<file path="config.mk">
export PLATFORM = sky130hd
export DESIGN_NAME = wru_top
export DESIGN_NICKNAME = d
export VERILOG_FILES = /design/src/common/wru_pkg.sv /design/src/wru_top.sv /design/src/wru_seq.sv
export SDC_FILE = /design/constraint.sdc
export NUM_CORES = 1
export LEC_CHECK = 0
export BUFFER_PORTS_ARGS = -buffer_cell sky130_fd_sc_hd__buf_4
export CORE_ASPECT_RATIO = 0.6
export CORE_MARGIN = 2
export CORE_UTILIZATION = 50
export CTS_BUF_LIST = sky130_fd_sc_hd__clkbuf_8
export DETAILED_ROUTE_END_ITERATION = 10
export PLACE_DENSITY = 0.81
export SLEW_MARGIN = 15
export SYNTH_ARGS = -nofsm -noshare
export SYNTH_HDL_FRONTEND = slang
export SYNTH_SLANG_ARGS = --single-unit
</file>
<file path="constraint.sdc">
create_clock -name aclk -period 2.4 [get_ports aclk]
set_input_delay 0.24 -clock aclk [delete_from_list [all_inputs] [get_ports aclk]]
set_output_delay 0.24 -clock aclk [all_outputs]
set_load 0.01 [all_outputs]
</file>
<file path="src/common/wru_pkg.sv">
// shared constants and types of the watchdog reset unit
package wru_pkg;
	// register byte offsets on the bus
	localparam logic [7:0] OFF_WDT_CTRL = 8'h00;
	localparam logic [7:0] OFF_STBY_CTRL = 8'h04;
	localparam logic [7:0] OFF_STATUS = 8'h08;
	// watchdog_control fields
	localparam int WDT_KEY_LSB = 0;
	localparam logic [3:0] WDT_KEY = 4'h5;
	localparam logic [3:0] WDT_KEY_READ = 4'hf;
	// standby_control_register fields
	localparam int STB_RSTN_BIT = 0;
	localparam int STB_SLEEP_BIT = 1;
	localparam int STB_STOP_BIT = 2;
	localparam int STB_INTINIT_BIT = 3;
	// status fields
	localparam int STS_RUN_BIT = 0;
	localparam int STS_CAUSE_LSB = 1;
	localparam int STS_OSC_BIT = 5;
	localparam int STS_MODE_ERR_BIT = 6;
	// cause vector bit order: pin, software, power-on, watchdog
	localparam logic [3:0] CAUSE_RESET = 4'h0;
	// timing counts
	localparam int WDT_EXPIRE_TICKS = 2;
	localparam int RST_HOLD_CYCLES = 4;
	localparam int OSC_WAIT_CYCLES = 1024;
	// reset release fetch addresses
	localparam logic [15:0] VEC_MODE_ADDR = 16'hfffd;
	localparam logic [15:0] VEC_HI_ADDR = 16'hfffe;
	localparam logic [15:0] VEC_LO_ADDR = 16'hffff;
	localparam logic [7:0] MODE_BYTE_RSVD = 8'h00;
	// bus answers
	localparam logic [1:0] RESP_OKAY = 2'b00;
	localparam logic [1:0] RESP_SLVERR = 2'b10;

	typedef enum logic [2:0] {SEQ_HOLD, SEQ_OSC, SEQ_MODE, SEQ_VHI, SEQ_VLO, SEQ_RUN} wru_seq_t;
	typedef enum logic [1:0] {REG_WDT, REG_STB, REG_STS, REG_NONE} wru_reg_t;
endpackage

</file>
<file path="src/wru_top.sv">
// watchdog reset unit: watchdog, reset merge and register slave
`timescale 1ns/1ps
module wru_top #(
	parameter int WDT_EXPIRE_TICKS = wru_pkg::WDT_EXPIRE_TICKS,
	parameter int RST_HOLD_CYCLES = wru_pkg::RST_HOLD_CYCLES,
	parameter int OSC_WAIT_CYCLES = wru_pkg::OSC_WAIT_CYCLES
) (
	input wire logic aclk,
	input wire logic aresetn,
	input wire logic [7:0] s_axi_awaddr,
	input wire logic s_axi_awvalid,
	output logic s_axi_awready,
	input wire logic [31:0] s_axi_wdata,
	input wire logic [3:0] s_axi_wstrb,
	input wire logic s_axi_wvalid,
	output logic s_axi_wready,
	output logic [1:0] s_axi_bresp,
	output logic s_axi_bvalid,
	input wire logic s_axi_bready,
	input wire logic [7:0] s_axi_araddr,
	input wire logic s_axi_arvalid,
	output logic s_axi_arready,
	output logic [31:0] s_axi_rdata,
	output logic [1:0] s_axi_rresp,
	output logic s_axi_rvalid,
	input wire logic s_axi_rready,
	input wire logic rst_pin_n,
	input wire logic por_req,
	input wire logic por_option,
	input wire logic tbt_tick,
	input wire logic wake,
	input wire logic [7:0] mem_rdata,
	output logic chip_reset_n_r,
	output logic cpu_run,
	output logic [15:0] fetch_addr,
	output logic fetch_rd,
	output logic [15:0] reset_vector,
	output logic mode_err,
	output logic sleep_mode_r,
	output logic stop_mode_r,
	output logic irq_enable_r,
	output logic wdt_running_r
);
	localparam int TW = (WDT_EXPIRE_TICKS > 2) ? $clog2(WDT_EXPIRE_TICKS) : 1;
	localparam int HW = $clog2(RST_HOLD_CYCLES + 1);

	if (WDT_EXPIRE_TICKS < 2 || RST_HOLD_CYCLES < 4) begin : g_bad_par
		$error("WDT_EXPIRE_TICKS must be at least 2 and RST_HOLD_CYCLES at least 4");
	end

	function automatic wru_pkg::wru_reg_t reg_sel(input logic [7:0] addr);
		unique case (addr)
			wru_pkg::OFF_WDT_CTRL: reg_sel = wru_pkg::REG_WDT;
			wru_pkg::OFF_STBY_CTRL: reg_sel = wru_pkg::REG_STB;
			wru_pkg::OFF_STATUS: reg_sel = wru_pkg::REG_STS;
			default: reg_sel = wru_pkg::REG_NONE;
		endcase
	endfunction

	// bus slave state
	logic aw_full_r, w_full_r;
	logic [7:0] awaddr_q_r;
	logic [31:0] wdata_q_r;
	logic wstrb0_q_r;
	logic aw_hs, w_hs, ar_hs, do_write;
	wru_pkg::wru_reg_t wsel;
	logic [31:0] rd_word;

	// block state
	logic wdt_run_r;
	logic [TW-1:0] tick_cnt_r;
	logic [HW-1:0] hold_cnt_r;
	logic osc_req_r;
	logic [3:0] cause_r;
	logic osc_wait;
	logic chip_rst, standby, key_ok, wr_wdt, wr_stb, sw_rst, standby_enter, wdt_expire, por_src, src_int;
	logic [3:0] cause_now;

	assign aw_hs = s_axi_awvalid & s_axi_awready;
	assign w_hs = s_axi_wvalid & s_axi_wready;
	assign ar_hs = s_axi_arvalid & s_axi_arready;
	assign do_write = aw_full_r & w_full_r & ~s_axi_bvalid;
	assign wsel = reg_sel(awaddr_q_r);
	assign wr_wdt = do_write & wstrb0_q_r & (wsel == wru_pkg::REG_WDT);
	assign wr_stb = do_write & wstrb0_q_r & (wsel == wru_pkg::REG_STB);
	assign key_ok = wdata_q_r[wru_pkg::WDT_KEY_LSB +: 4] == wru_pkg::WDT_KEY;
	assign sw_rst = wr_stb & ~wdata_q_r[wru_pkg::STB_RSTN_BIT];
	assign standby = sleep_mode_r | stop_mode_r;
	assign standby_enter = wr_stb & ~standby & ~sw_rst
		& (wdata_q_r[wru_pkg::STB_SLEEP_BIT] | wdata_q_r[wru_pkg::STB_STOP_BIT]);
	assign chip_rst = ~chip_reset_n_r;
	// a key write in the same cycle as the final tick still saves the chip
	assign wdt_expire = wdt_run_r & tbt_tick & ~standby & ~(wr_wdt & key_ok)
		& (tick_cnt_r == TW'(WDT_EXPIRE_TICKS - 1));
	assign por_src = por_req & por_option;
	assign src_int = sw_rst | wdt_expire | por_src;
	assign cause_now = {wdt_expire, por_src, sw_rst, ~rst_pin_n};

	// write channels taken in either order, one write outstanding
	always_ff @(posedge aclk) begin
		if (!aresetn) begin
			aw_full_r <= 1'b0;
			w_full_r <= 1'b0;
			awaddr_q_r <= 8'h00;
			wdata_q_r <= 32'h0000_0000;
			wstrb0_q_r <= 1'b0;
			s_axi_awready <= 1'b0;
			s_axi_wready <= 1'b0;
			s_axi_bvalid <= 1'b0;
			s_axi_bresp <= wru_pkg::RESP_OKAY;
		end else begin
			if (aw_hs) begin
				aw_full_r <= 1'b1;
				awaddr_q_r <= s_axi_awaddr;
			end else if (do_write) begin
				aw_full_r <= 1'b0;
			end
			if (w_hs) begin
				w_full_r <= 1'b1;
				wdata_q_r <= s_axi_wdata;
				wstrb0_q_r <= s_axi_wstrb[0];
			end else if (do_write) begin
				w_full_r <= 1'b0;
			end
			s_axi_awready <= ~(aw_hs | (aw_full_r & ~do_write));
			s_axi_wready <= ~(w_hs | (w_full_r & ~do_write));
			if (do_write) begin
				s_axi_bvalid <= 1'b1;
				s_axi_bresp <= (wsel == wru_pkg::REG_NONE) ? wru_pkg::RESP_SLVERR : wru_pkg::RESP_OKAY;
			end else if (s_axi_bready) begin
				s_axi_bvalid <= 1'b0;
			end
		end
	end

	always_comb begin
		rd_word = 32'h0000_0000;
		unique case (reg_sel(s_axi_araddr))
			wru_pkg::REG_WDT: rd_word[wru_pkg::WDT_KEY_LSB +: 4] = wru_pkg::WDT_KEY_READ;
			wru_pkg::REG_STB: begin
				// reset bit is write-zero-to-act, so it reads one
				rd_word[wru_pkg::STB_RSTN_BIT] = 1'b1;
				rd_word[wru_pkg::STB_SLEEP_BIT] = sleep_mode_r;
				rd_word[wru_pkg::STB_STOP_BIT] = stop_mode_r;
				rd_word[wru_pkg::STB_INTINIT_BIT] = irq_enable_r;
			end
			wru_pkg::REG_STS: begin
				rd_word[wru_pkg::STS_RUN_BIT] = wdt_run_r;
				rd_word[wru_pkg::STS_CAUSE_LSB +: 4] = cause_r;
				rd_word[wru_pkg::STS_OSC_BIT] = osc_wait;
				rd_word[wru_pkg::STS_MODE_ERR_BIT] = mode_err;
			end
			default: rd_word = 32'h0000_0000;
		endcase
	end

	always_ff @(posedge aclk) begin
		if (!aresetn) begin
			s_axi_arready <= 1'b0;
			s_axi_rvalid <= 1'b0;
			s_axi_rdata <= 32'h0000_0000;
			s_axi_rresp <= wru_pkg::RESP_OKAY;
		end else begin
			if (ar_hs) begin
				s_axi_rvalid <= 1'b1;
				s_axi_rdata <= rd_word;
				s_axi_rresp <= (reg_sel(s_axi_araddr) == wru_pkg::REG_NONE) ?
					wru_pkg::RESP_SLVERR : wru_pkg::RESP_OKAY;
			end else if (s_axi_rready) begin
				s_axi_rvalid <= 1'b0;
			end
			s_axi_arready <= ~(ar_hs | (s_axi_rvalid & ~s_axi_rready));
		end
	end

	// watchdog core; chip reset drops it back to stopped and unarmed
	always_ff @(posedge aclk) begin
		if (!aresetn || chip_rst) begin
			wdt_run_r <= 1'b0;
			tick_cnt_r <= '0;
		end else if (wr_wdt && key_ok) begin
			wdt_run_r <= 1'b1;
			tick_cnt_r <= '0;
		end else if (standby_enter) begin
			tick_cnt_r <= '0;
		end else if (wdt_run_r && tbt_tick && !standby) begin
			tick_cnt_r <= tick_cnt_r + 1'b1;
		end
	end
	assign wdt_running_r = wdt_run_r;

	// standby and interrupt gate, cleared by any chip reset
	always_ff @(posedge aclk) begin
		if (!aresetn || chip_rst) begin
			sleep_mode_r <= 1'b0;
			stop_mode_r <= 1'b0;
			irq_enable_r <= 1'b0;
		end else begin
			if (wake) begin
				sleep_mode_r <= 1'b0;
				stop_mode_r <= 1'b0;
			end
			if (wr_stb && !sw_rst) begin
				if (wdata_q_r[wru_pkg::STB_SLEEP_BIT]) begin
					sleep_mode_r <= 1'b1;
				end
				if (wdata_q_r[wru_pkg::STB_STOP_BIT]) begin
					stop_mode_r <= 1'b1;
				end
				irq_enable_r <= wdata_q_r[wru_pkg::STB_INTINIT_BIT];
			end
		end
	end

	// reset merge; internal sources are stretched, the pin is followed as a level
	always_ff @(posedge aclk) begin
		if (!aresetn) begin
			chip_reset_n_r <= 1'b0;
			hold_cnt_r <= '0;
			osc_req_r <= 1'b0;
			cause_r <= wru_pkg::CAUSE_RESET;
		end else begin
			if (src_int) begin
				hold_cnt_r <= HW'(RST_HOLD_CYCLES - 1);
			end else if (hold_cnt_r != '0) begin
				hold_cnt_r <= hold_cnt_r - 1'b1;
			end
			chip_reset_n_r <= ~(~rst_pin_n | src_int | (hold_cnt_r != '0));
			if (por_src) begin
				osc_req_r <= 1'b1;
			end else if (!chip_rst) begin
				osc_req_r <= 1'b0;
			end
			if ((|cause_now) && !chip_rst) begin
				cause_r <= cause_now;
			end else if (|cause_now) begin
				cause_r <= cause_r | cause_now;
			end
		end
	end

	// reset only gates the core; memory sees no clear or write from here, and a
	// store cut by reset is left as the core left it
	wru_seq #(
		.OSC_WAIT_CYCLES(OSC_WAIT_CYCLES)
	) u_seq (
		.aclk(aclk),
		.aresetn(aresetn),
		.chip_rst(chip_rst),
		.osc_req(osc_req_r),
		.resume(wake & stop_mode_r),
		.mem_rdata(mem_rdata),
		.fetch_addr_r(fetch_addr),
		.fetch_rd_r(fetch_rd),
		.cpu_run_r(cpu_run),
		.reset_vector_r(reset_vector),
		.mode_err_r(mode_err),
		.osc_wait_r(osc_wait)
	);
endmodule // wru_top

</file>
<file path="src/wru_seq.sv">
// reset release sequencer: oscillation wait and vector fetch
`timescale 1ns/1ps
module wru_seq #(
	parameter int OSC_WAIT_CYCLES = wru_pkg::OSC_WAIT_CYCLES
) (
	input wire logic aclk,
	input wire logic aresetn,
	input wire logic chip_rst,
	input wire logic osc_req,
	input wire logic resume,
	input wire logic [7:0] mem_rdata,
	output logic [15:0] fetch_addr_r,
	output logic fetch_rd_r,
	output logic cpu_run_r,
	output logic [15:0] reset_vector_r,
	output logic mode_err_r,
	output logic osc_wait_r
);
	localparam int CW = $clog2(OSC_WAIT_CYCLES + 1);

	if (OSC_WAIT_CYCLES < 1) begin : g_bad_osc
		$error("OSC_WAIT_CYCLES must be at least 1");
	end

	wru_pkg::wru_seq_t state_r;
	logic ph_r;
	logic fetch_after_r;
	logic [CW-1:0] osc_cnt_r;

	always_ff @(posedge aclk) begin
		if (!aresetn || chip_rst) begin
			// cpu_run drops at once: instruction in flight is abandoned
			state_r <= wru_pkg::SEQ_HOLD;
			ph_r <= 1'b0;
			fetch_rd_r <= 1'b0;
			cpu_run_r <= 1'b0;
			osc_wait_r <= 1'b0;
			fetch_after_r <= 1'b0;
			osc_cnt_r <= '0;
		end else begin
			unique case (state_r)
				wru_pkg::SEQ_HOLD: begin
					if (osc_req) begin
						state_r <= wru_pkg::SEQ_OSC;
						osc_wait_r <= 1'b1;
						osc_cnt_r <= CW'(OSC_WAIT_CYCLES - 1);
						fetch_after_r <= 1'b1;
					end else begin
						state_r <= wru_pkg::SEQ_MODE;
					end
				end
				wru_pkg::SEQ_OSC: begin
					if (osc_cnt_r == '0) begin
						osc_wait_r <= 1'b0;
						state_r <= fetch_after_r ? wru_pkg::SEQ_MODE : wru_pkg::SEQ_RUN;
						cpu_run_r <= ~fetch_after_r;
					end else begin
						osc_cnt_r <= osc_cnt_r - 1'b1;
					end
				end
				wru_pkg::SEQ_MODE, wru_pkg::SEQ_VHI, wru_pkg::SEQ_VLO: begin
					// issue, wait one cycle, capture: reads are 3 cycles apart
					if (!ph_r) begin
						fetch_rd_r <= 1'b1;
						ph_r <= 1'b1;
					end else if (fetch_rd_r) begin
						fetch_rd_r <= 1'b0;
					end else begin
						ph_r <= 1'b0;
						if (state_r == wru_pkg::SEQ_MODE) begin
							state_r <= wru_pkg::SEQ_VHI;
						end else if (state_r == wru_pkg::SEQ_VHI) begin
							state_r <= wru_pkg::SEQ_VLO;
						end else begin
							state_r <= wru_pkg::SEQ_RUN;
							cpu_run_r <= 1'b1;
						end
					end
				end
				wru_pkg::SEQ_RUN: begin
					if (resume) begin
						state_r <= wru_pkg::SEQ_OSC;
						osc_wait_r <= 1'b1;
						cpu_run_r <= 1'b0;
						osc_cnt_r <= CW'(OSC_WAIT_CYCLES - 1);
						fetch_after_r <= 1'b0;
					end
				end
				default: state_r <= wru_pkg::SEQ_HOLD;
			endcase
		end
	end

	// address and captured bytes survive a chip reset for debug
	always_ff @(posedge aclk) begin
		if (!aresetn) begin
			fetch_addr_r <= 16'h0000;
			reset_vector_r <= 16'h0000;
			mode_err_r <= 1'b0;
		end else if (!chip_rst && !ph_r) begin
			unique case (state_r)
				wru_pkg::SEQ_MODE: fetch_addr_r <= wru_pkg::VEC_MODE_ADDR;
				wru_pkg::SEQ_VHI: fetch_addr_r <= wru_pkg::VEC_HI_ADDR;
				wru_pkg::SEQ_VLO: fetch_addr_r <= wru_pkg::VEC_LO_ADDR;
				default: fetch_addr_r <= fetch_addr_r;
			endcase
		end else if (!chip_rst && ph_r && !fetch_rd_r) begin
			unique case (state_r)
				// image must hold zero here; flag it rather than trust it
				wru_pkg::SEQ_MODE: mode_err_r <= (mem_rdata != wru_pkg::MODE_BYTE_RSVD);
				wru_pkg::SEQ_VHI: reset_vector_r[15:8] <= mem_rdata;
				wru_pkg::SEQ_VLO: reset_vector_r[7:0] <= mem_rdata;
				default: reset_vector_r <= reset_vector_r;
			endcase
		end
	end
endmodule // wru_seq

</file>
-- Word-level counts from Yosys, hierarchy flattened
Index checks and enable logic that the tools add are counted.
- register bits after elaboration: 97
- output and inout bits: 81
- word-level logic and storage cells: 210
- add/subtract/negate cells: 3
- equal/unequal tests: 23
- muxes and demuxes: 56
- bitwise logic cells: 48
- reduce and logical (&&, ||, !) cells: 46
- operator list (cell ; count):
    16-bit one-hot mux with 3 select lines ; 1
    11-bit two-way mux ; 3
    11-bit one-hot mux with 3 select lines ; 1
    1-bit two-way mux ; 28
    1-bit bitwise AND ; 22
    3-bit two-way mux ; 7
    8-bit by 3-bit == test with 1-bit output (second input constant) ; 2
    8-bit by 4-bit == test with 1-bit output (second input constant) ; 2
    8-bit zero test ; 2
    1-bit NOT ; 16
    2-bit nonzero test ; 8
    2-bit two-way mux ; 7
    2-bit one-hot mux with 3 select lines ; 2
    3-bit one-hot mux with 4 select lines ; 1
    4-bit one-hot mux with 3 select lines ; 1
    3-bit AND reduction ; 4
    4-bit AND reduction ; 3
    3-bit nonzero test ; 4
    11-bit zero test ; 1
    11-bit by 1-bit subtractor with 11-bit output (second input constant) ; 1
    2-bit != test (second input constant) ; 5
    1-bit OR ; 9
    1-bit logical AND ; 8
    4-bit two-way mux ; 2
    22 further kinds ; 36

-- Depth between registers and ports, before layout
Gate-level depths: netlist of run 1.
- depth after elaboration: 13
- mapped depth: 7
- mapped depth without buffers: 6

-- By module
Synthesis of run 1 repeated with hierarchy kept, for this count alone.
- cell total of the unflattened synthesis: 463
- area, all modules: 4005.1 um^2
- modules (own cells, without submodules) (module ; times used ; cells each ; area each (um^2) ; sequential area each (um^2)):
    wru_top ; 1 ; 240 ; 2020.7 ; 860.8
    wru_seq ; 1 ; 223 ; 1984.4 ; 780.7

-- Worst setup path before layout of run 1
No wires, ideal clock.
- path kind: register to register
- start: register u_seq.osc_cnt_r[3]
- end: register u_seq.state_r[2]
- arrival: 1.869 ns
- data required time: 2.330 ns
- slack: 0.460 ns
- stages on the path, launching flop included: 6
- buffers on the path: 1
- period minus slack after synthesis: 1.940 ns
- cell sequence: dfxtp_1 buf_6 or3_4 o41a_4 or4_1 a21oi_1
- cells in the longest elaborated chain, start to end: 3
- ends and longest elaborated chain (what ; RTL line ; source):
    start: declaration ; wru_seq.sv:28 ; logic [CW-1:0] osc_cnt_r;
    start signal: assignment ; wru_seq.sv:46 ; osc_cnt_r <= CW'(OSC_WAIT_CYCLES - 1);
    start signal: assignment ; wru_seq.sv:58 ; osc_cnt_r <= osc_cnt_r - 1'b1;
    start signal: assignment ; wru_seq.sv:85 ; osc_cnt_r <= CW'(OSC_WAIT_CYCLES - 1);
    11-bit zero test ; wru_seq.sv:53 ; if (osc_cnt_r == '0) begin
    2-bit by 1-bit != test with 1-bit output (no line) ; -- ;
    4-bit AND reduction (no line) ; -- ;
    end signal: assignment ; wru_seq.sv:49 ; state_r <= wru_pkg::SEQ_MODE;
    end signal: assignment ; wru_seq.sv:55 ; state_r <= fetch_after_r ? wru_pkg::SEQ_MODE : wru_pkg::SEQ_RUN;
    end signal: assignment ; wru_seq.sv:71 ; state_r <= wru_pkg::SEQ_VHI;
    end: declaration ; wru_seq.sv:25 ; wru_pkg::wru_seq_t state_r;
Every way passes these cells.
A chain may end at the register's enable or synchronous reset.

-- Worst setup path after layout of run 1
- start: register awaddr_q_r[0]
- end: register hold_cnt_r[0]
- cells in the longest elaborated chain, start to end: 11
- elaborated cells between the ends (all ways): 17
- ends and longest elaborated chain (what ; RTL line ; source):
    start: declaration ; wru_top.sv:62 ; logic [7:0] awaddr_q_r;
    start signal: assignment ; wru_top.sv:114 ; awaddr_q_r <= s_axi_awaddr;
    8-bit by 4-bit == test with 1-bit output (tied with other cells) ; wru_top.sv:52 ; unique case (addr)
    2-bit one-hot mux with 3 select lines (*) ; wru_top.sv:52 ;
    2-bit zero test ; wru_top.sv:84 ; assign wr_wdt = do_write & wstrb0_q_r & (wsel == wru_pkg::REG_WDT);
    1-bit bitwise AND ; wru_top.sv:84 ;
    1-bit bitwise AND ; wru_top.sv:93 ; assign wdt_expire = wdt_run_r & tbt_tick & ~standby & ~(wr_wdt & key_ok)
    1-bit NOT ; wru_top.sv:93 ;
    1-bit bitwise AND ; wru_top.sv:93 ;
    1-bit bitwise AND ; wru_top.sv:94 ; & (tick_cnt_r == TW'(WDT_EXPIRE_TICKS - 1));
    1-bit OR (*) (2 in a row) ; wru_top.sv:96 ; assign src_int = sw_rst | wdt_expire | por_src;
    2-bit two-way mux / 2-bit nonzero test (equally long branches) ; -- ;
    end signal: assignment ; wru_top.sv:224 ; hold_cnt_r <= HW'(RST_HOLD_CYCLES - 1);
    end signal: assignment ; wru_top.sv:226 ; hold_cnt_r <= hold_cnt_r - 1'b1;
    end: declaration ; wru_top.sv:72 ; logic [HW-1:0] hold_cnt_r;
Mark *: on every way between the ends. The rest lies on a longest branch, timed or not.

==> qor.txt, run 1 <==
Worst-Margin Slew: 798 ps
Syn Area/Cell: 8.62 um2
Num CTS Buffers: 9
CP Capture Type: register
largest net degree at the start of global routing: 24
chip width: 119 um
Final Hold Fails: 0
Synth Area in Adders: 0.949%
Std-Cell Rows: 25
Yosys Warn Count: 0
peak supply drop: 0.404 mV
final wirelength: 10200 um
Setup Crit Path Kind: reg -> reg
min cycle time layout: 2120 ps
number of global-route vias before repair: 3217
P&R area growth vs syn: 21.5%
EDFF count, synth: 0
Seq/Total Area, Yosys: 41.5%
highest clock rate: 0.472 GHz
GRT Total Usage: 23.5%
Chip Height: 72.9 um
H-tree lvl count: 3
DRT iter0 DRCs: 256
Post-Synth Simple-Gate Area: 23.5%
Max FO, Critical Path: 8
CTS sink count: 82
worst skew pair latency: 360 ps
# diodes: 0
Endpoint, Worst Hold: u_seq.reset_vector_r[10]
Finish-stage setup viols: 0
Netlist cell types: 58
period utilization: 88.4%
CP startpoint kind: register
Lkg Pwr: 0.00203 uW
mux cell area share after synthesis: 5.06%
Compound-Gate Fraction of Synth Area: 17.1%
HP Class: in -> reg
hold-fix buffer count after cts: 0
unrepaired setup endpoints after global routing: no
grt total ovfl: 0
GRT busiest layer: met2
Yosys reg bits: 82
min-delay src: mem_rdata[2]
FF-to-FF End: hold_cnt_r[0]
drt first pass iters: 4
Pins Over Slew Limit: 0
data arrival time of the worst path: 2360 ps
Post-DRT Antenna Nets: 0
fin worst setup slack: 280 ps
GR met1 Demand/Resource: 32.3%
clk root buf: clkbuf_8
Top FF cell, synth: dfxtp_1
DRC errors left: 0
vias per cell: 5.55
Power Density: 649 nW/um2
Req. time, crit path: 2640 ps
main combinational cell family by area after synthesis: simple AND/OR/NAND/NOR gates
hold path cells: 3
die area: 8660 um2
Top-Level Pins: 153
Placer Congestion: 0.904
largest buffer count on any clock path: 2
Post-CTS Resized: 0
met3 Resource Use GR: 8.05%
Reg clk slew, reported paths: 100 ps
internal reg-to-reg setup slack: 280 ps
global-route wire length before repair: 16100 um
post-synthesis async set-or-reset flop share: 0%
DR vias: 3614
layout net count: 613
initial antenna violation count: 0
Post-Syn Instances: 459
drt wl/cell: 15.6 um
CTS tree: done
Fin Setup TNS: 0 ps
synthesized-area fraction occupied by xor and xnor cells: 0.443%
Slew HR: 46.7%
Core Area: 7760 um2
met2 Use GR: 36.0%
worst reg-to-reg path cell count: 4
r2r startpoint: awaddr_q_r[0]
pre-CTS WS: 314 ps
run status: finished clean
Max Clock Skew: 14.9 ps
detailed placement HPWL: 7440 um
Starting Density: 51.0%
Cell Area, Synth: 3960 um2
max cap viols: 0
share of post-route cells with drive strength above 1: 23.6%
setup bufs post-CTS: 0
Port-buffer cells: 94
## worst max-delay path by stage
stage / slack [ps] / to / from
detailed placement: 310 / hold_cnt_r[1] / awaddr_q_r[0]
global placement: 360 / u_seq.state_r[2] / u_seq.osc_cnt_r[6]
global route: 150 / hold_cnt_r[0] / awaddr_q_r[0]
CTS: 280 / hold_cnt_r[0] / awaddr_q_r[0]
finish: 280 / hold_cnt_r[0] / awaddr_q_r[0]
floorplan: 460 / u_seq.state_r[2] / u_seq.osc_cnt_r[3]
## critical path, stage by stage (launching register included)
cell	delay, ps
dfxtp_1	320
nor4_1	480
and4_1	420
a41oi_1	380
o31a_1	410
## per-layer routing
layer  routed length, um  vias up
met3                 868        2
met4                  25        0
met5                   0        -
met2                4450      168
met1                4840     1685
li1                    -     1759
## stage by stage
stage	hold slack, ps	total power, uW	cell area [um2]	util, %	instances
after floorplan	359	1850	4050	-	485
after global placement	444	1960	4580	59.0	635
after detailed placement	448	1980	4580	59.0	635
after CTS	124	3140	4810	62.0	651
after global routing	119	3260	4810	62.0	651
final	134	3120	4810	62.0	651
## power by group
group / leakage, uW / switching [uW] / internal (uW)
Clock: 0.000117 / 554 / 606
Combinational: 0.00125 / 265 / 211
Sequential: 0.000665 / 62.0 / 1420
## flip-flops by register name (all words and copies together) (netlist names), 3 cells and up
name                  flops
awaddr_q_r                8
cause_r                   4
hold_cnt_r                3
s_axi_rdata               7
u_seq.fetch_addr_r        3
u_seq.osc_cnt_r          11
u_seq.reset_vector_r     16
u_seq.state_r             3
wdata_q_r                 4
## cells in the mapped netlist (3+ instances only)
cell type  count  area, um2
dfxtp_1       82       1640
nor2_1        41        154
buf_4         40        300
a21oi_1       34        170
nand2_1       31        116
mux2i_1       20        200
nand3_1       20        100
clkbuf_1      19       71.3
inv_1         16       60.1
nand2b_1      15       93.8
o21ai_0       12       60.1
a31oi_1       10       62.6
nor4_1        10       62.6
nand4_1        8       50.1
nor2b_1        7       43.8
a211oi_1       5       37.5
and2_1         5       31.3
nor3_1         5       25.0
a22oi_1        4       30.0
and4_1         4       35.0
o2111ai_1      4       35.0
o31a_1         4       35.0
o41ai_1        4       35.0
or3_1          4       25.0
or4_1          4       30.0
and3_1         3       18.8
ha_1           3       37.5
nand4b_1       3       26.3
nor3b_1        3       22.5
o31ai_1        3       22.5
## layout make-up
class	count	area [um2]
Inverter	16	60.1
Clock inverter	7	106
Sequential cell	82	1640
Clock buffer	9	124
Timing Repair Buffer	104	781
Tap cell	108	135
Fill cell	667	2950
Multi-Input combinational cell	325	1960
## cell families after synthesis
kind of cell / Yosys count
xor gates and xnor gates: 2
AOI/OAI and AO/OA: 100
other: 1
DFF: 82
buffers and inverters: 78
adders and majority gates: 3
and+or+nand+nor: 173
muxes: 20
## cell usage in the layout (no fill, tap or decap), drive strengths merged, types with 3 or more instances in the layout
| master | instances |
|---|---|
| or3 | 6 |
| a211oi | 5 |
| clkbuf | 9 |
| buf | 104 |
| nor3 | 5 |
| a21oi | 34 |
| and2 | 5 |
| conb | 27 |
| o2111ai | 4 |
| mux2i | 20 |
| and3 | 3 |
| ha | 3 |
| o31ai | 3 |
| o31a | 4 |
| a31oi | 10 |
| nand2b | 15 |
| nand3 | 20 |
| nor3b | 3 |
| o41ai | 4 |
| a22oi | 4 |
| or4 | 5 |
| nor2 | 41 |
| nand2 | 31 |
| and4 | 4 |
| inv | 20 |
| nand4b | 3 |
| o21ai | 12 |
| dfxtp | 82 |
| nor4 | 10 |
| nand4 | 8 |
| nor2b | 7 |
(Power assumes the default switching activity.)
==> inputs of run 2 (changes only) <==
--- a/config.mk
+++ b/config.mk
@@ -8,10 +8,10 @@
 export BUFFER_PORTS_ARGS = -buffer_cell sky130_fd_sc_hd__buf_4
 export CORE_ASPECT_RATIO = 0.6
 export CORE_MARGIN = 2
-export CORE_UTILIZATION = 50
+export CORE_UTILIZATION = 51
 export CTS_BUF_LIST = sky130_fd_sc_hd__clkbuf_8
 export DETAILED_ROUTE_END_ITERATION = 10
-export PLACE_DENSITY = 0.81
+export PLACE_DENSITY = 0.82
 export SLEW_MARGIN = 15
 export SYNTH_ARGS = -nofsm -noshare
 export SYNTH_HDL_FRONTEND = slang
==> qor.txt, run 2 (synthesized netlist as in run 1, its figures left out) <==
Max Clock Skew: 7.05 ps
H-tree lvl count: 3
run status: finished clean
Top reg by flops: u_seq.reset_vector_r
global-route wire length before repair: 16400 um
DRT iter0 DRCs: 318
Fin Setup TNS: 0 ps
period utilization: 91.5%
number of flip-flops in the largest register: 16
final wirelength: 10000 um
leading registers by flop count: u_seq.reset_vector_r: 16 flops, u_seq.osc_cnt_r: 11 flops, awaddr_q_r: 8 flops
Req. time, crit path: 2650 ps
Finish-stage setup viols: 0
hold-fix buffer count after cts: 0
Std-Cell Rows: 24
Chip Height: 72.2 um
Setup Crit Path Kind: reg -> reg
Placed Area: 4560 um2
commonest non-fill, non-tap cell in the layout: buf_4
CP startpoint kind: register
Final Hold Fails: 0
peak supply drop: 0.456 mV
DRC errors left: 0
CP Cell Sequence: nor4_1 -> and4_1 -> a41oi_1 -> o31a_1
Power Density: 647 nW/um2
drt first pass iters: 4
Port-buffer cells: 94
Placer Congestion: 0.851
CP Capture Type: register
vias per cell: 5.62
highest clock rate: 0.455 GHz
Starting Density: 53.6%
clk root buf: clkbuf_8
CTS sink count: 82
initial antenna violation count: 0
HP Class: in -> reg
Post-DRT Antenna Nets: 0
Worst-Margin Slew: 816 ps
Slew HR: 45.5%
Reg clk slew, reported paths: 80 ps
min cycle time layout: 2200 ps
Post-CTS Resized: 0
biggest cell delay along the critical path: 520 ps
Final Cell Area: 4780 um2
largest buffer count on any clock path: 2
die area: 8500 um2
DR vias: 3626
P&R area growth vs syn: 20.9%
max cap viols: 0
Pins Over Slew Limit: 0
Num CTS Buffers: 9
# diodes: 0
Top-Level Pins: 153
GRT Total Usage: 24.2%
drt wl/cell: 15.5 um
worst skew pair latency: 360 ps
number of global-route vias before repair: 3301
grt total ovfl: 0
slowest CP cell: nor4_1
Max FO, Critical Path: 8
setup bufs post-CTS: 0
layout net count: 611
unrepaired setup endpoints after global routing: no
Lkg Pwr: 0.00201 uW
CTS tree: done
Core Area: 7390 um2
largest net degree at the start of global routing: 29
share of post-route cells with drive strength above 1: 23.3%
chip width: 118 um
detailed placement HPWL: 7430 um
commonest cells after routing, fill and taps aside: 102 x buf_4, 82 x dfxtp_1, 41 x nor2_1
data arrival time of the worst path: 2450 ps
==> run 2: changes by cell type in the layout (fill, tap and decap cells not counted), sizes merged <==
cell,delta
buf,-2
clkinvlp,+2
inv,-3
clkbuf,+1
==> run 2: stage by stage <==
step	cells	worst slack [ps]	util, %	hold slack, ps	total power (uW)
finish	645	203	64.8	127	3100
CTS	645	279	64.8	115	3100
floorplan	485	460	-	359	1850
global route	645	93.5	64.8	121	3230
global placement	629	363	61.7	443	1960
detailed placement	629	302	61.7	450	1990
==> run 2: layer usage <==
| layer | GRT usage, % | vias up | wire length (um) |
|---|---|---|---|
| li1 | - | 1740 | - |
| met1 | 32.9 | 1684 | 4620 |
| met2 | 36.9 | 189 | 4230 |
| met3 | 8.33 | 13 | 1060 |
| met4 | 7.10 | 0 | 90 |
| met5 | 0 | - | 0 |
==> run 2: path summary, 6_finish.rpt <==
path / from / to / slack [ps] / cells past startpoint
worst min register to register: awaddr_q_r[7] / awaddr_q_r[7] / 460 / 2
worst max register to register: awaddr_q_r[0] / hold_cnt_r[0] / 200 / 4
worst min-delay path: mem_rdata[6] / u_seq.reset_vector_r[14] / 130 / 3
worst max-delay path: awaddr_q_r[0] / hold_cnt_r[0] / 200 / 4
==> run 2: where the power goes <==
part           internal, uW  leakage, uW  switching [uW]
combinational           211      0.00124             274
sequential             1420     0.000665            60.8
clock                   616     0.000109             514
total                  2250      0.00201             849
==> run 2: layout make-up <==
class                           instances  area (um2)
Fill cell                             625        2600
Multi-Input combinational cell        325        1960
Sequential cell                        82        1640
Timing Repair Buffer                  102         766
Clock buffer                           10         138
Tap cell                              104         130
Clock inverter                          6        88.8
Inverter                               16        60.1
==> run 2: worst max-delay path: cells and delay by family, from the launching register on <==
kind | cells | cell delay, ps
DFF | 1 | 320
and+or+nand+nor | 2 | 970
AOI/OAI and AO/OA | 2 | 800
==> inputs of run 3 (changes only) <==
--- a/config.mk
+++ b/config.mk
@@ -12,6 +12,7 @@
 export CTS_BUF_LIST = sky130_fd_sc_hd__clkbuf_8
 export DETAILED_ROUTE_END_ITERATION = 10
 export PLACE_DENSITY = 0.82
+export RECOVER_POWER = 100
 export SLEW_MARGIN = 15
 export SYNTH_ARGS = -nofsm -noshare
 export SYNTH_HDL_FRONTEND = slang
==> qor.txt, run 3 (synthesized netlist as in run 1, its figures left out) <==
chip width: 118 um
Req. time, crit path: 2680 ps
Power Density: 676 nW/um2
worst reg-to-reg path cell count: 4
highest clock rate: 0.456 GHz
Critical Path Sink: u_seq.state_r[2]
Starting Density: 53.6%
drt first pass iters: 4
run status: finished clean
HP Class: in -> reg
Max Clock Skew: 7.53 ps
net switching power: 846 uW
data arrival time of the worst path: 2480 ps
drt wl/cell: 15.5 um
DP Cell Count: 629
worst skew pair latency: 360 ps
die area: 8500 um2
Core Area: 7390 um2
DRC errors left: 0
Reg clk slew, reported paths: 80 ps
peak supply drop: 0.447 mV
Top-Level Pins: 153
min cycle time layout: 2190 ps
min-delay src: mem_rdata[7]
Pins Over Slew Limit: 0
commonest non-fill, non-tap cell in the layout: dfxtp_1
setup bufs post-CTS: 0
DR vias: 3634
Clk pwr share: 36.7%
Seq pwr share: 48.1%
Worst Setup SP: u_seq.osc_cnt_r[6]
GRT Total Usage: 24.2%
Chip Height: 72.2 um
FF-to-FF End: u_seq.state_r[2]
vias per cell: 5.63
pre-CTS WS: 302 ps
commonest cells after routing, fill and taps aside: 82 x dfxtp_1, 57 x clkbuf_1, 42 x buf_4
final design utilization: 61.6%
Num CTS Buffers: 9
DRT iter0 DRCs: 388
CP Capture Type: register
Post-DRT Antenna Nets: 0
sw frac: 27.5%
Comb pwr share: 15.2%
unrepaired setup endpoints after global routing: no
Max FO, Critical Path: 7
leading registers by flop count: u_seq.reset_vector_r: 16 flops, u_seq.osc_cnt_r: 11 flops, awaddr_q_r: 8 flops
grt total ovfl: 0
Placer Congestion: 0.851
max cap viols: 0
Setup Crit Path Kind: reg -> reg
period utilization: 91.4%
Port-buffer cells: 94
Non-Filler Instances: 645
largest buffer count on any clock path: 2
Finish-stage setup viols: 0
Top reg by flops: u_seq.reset_vector_r
internal reg-to-reg setup slack: 210 ps
clk root buf: clkbuf_8
H-tree lvl count: 3
Tot Pwr: 3080 uW
CP startpoint kind: register
Internal Power: 2230 uW
Std-Cell Rows: 24
Fin Setup TNS: 0 ps
share of post-route cells with drive strength above 1: 12.2%
Lkg Pwr: 0.00177 uW
initial antenna violation count: 0
hold-fix buffer count after cts: 0
CTS tree: done
final wirelength: 10000 um
global-route wire length before repair: 16400 um
number of flip-flops in the largest register: 16
Post-CTS Resized: 0
CTS sink count: 82
Worst-Margin Slew: 805 ps
fin worst setup slack: 207 ps
layout net count: 611
# diodes: 0
number of global-route vias before repair: 3301
detailed placement HPWL: 7430 um
P&R area growth vs syn: 15.1%
Final Hold Fails: 0
r2r startpoint: u_seq.osc_cnt_r[6]
Slew HR: 46.2%
largest net degree at the start of global routing: 29
## run 3: through the flow
stage | hold WS, ps | cell area, um2
floorplan | 359 | 4050
global placement | 443 | 4560
detailed placement | 450 | 4560
CTS | 115 | 4780
global route | 122 | 4550
finish | 126 | 4550
## run 3: power groups by stage
stage	clock network (uW)	registers [uW]	logic, uW
after floorplan	0	1490	363
after global placement	0	1510	455
after detailed placement	0	1510	478
after CTS	1140	1480	480
after global routing	1200	1490	523
final	1130	1480	468
## run 3: cell type report
type	count	area [um2]
fillers	698	2840
multi-input cells	325	1950
flip-flops and latches	82	1640
repair buffers	102	547
clock buffers	10	138
well taps	104	130
clock inverters	6	88.8
inverters	16	60.1
## run 3: worst min-delay path by stage
stage                                    end  slack, ps  cells past startpoint
global placement              s_axi_rdata[0]        440                      2
floorplan                     chip_reset_n_r        360                      2
CTS                 u_seq.reset_vector_r[14]        110                      3
global route         u_seq.reset_vector_r[2]        120                      3
finish              u_seq.reset_vector_r[15]        130                      3
detailed placement            s_axi_rdata[0]        450                      2
## run 3: critical path: stages, from the launching register on
cell	delay, ps
dfxtp_1	370
or4_1	590
o41a_1	450
or4_1	550
a21oi_1	150
## run 3: layer usage
layer / GRT usage [%] / part of all wire [%]
met5: 0 / 0
met2: 36.9 / 42
met1: 32.9 / 47
met4: 7.10 / 1.2
met3: 8.33 / 9.6
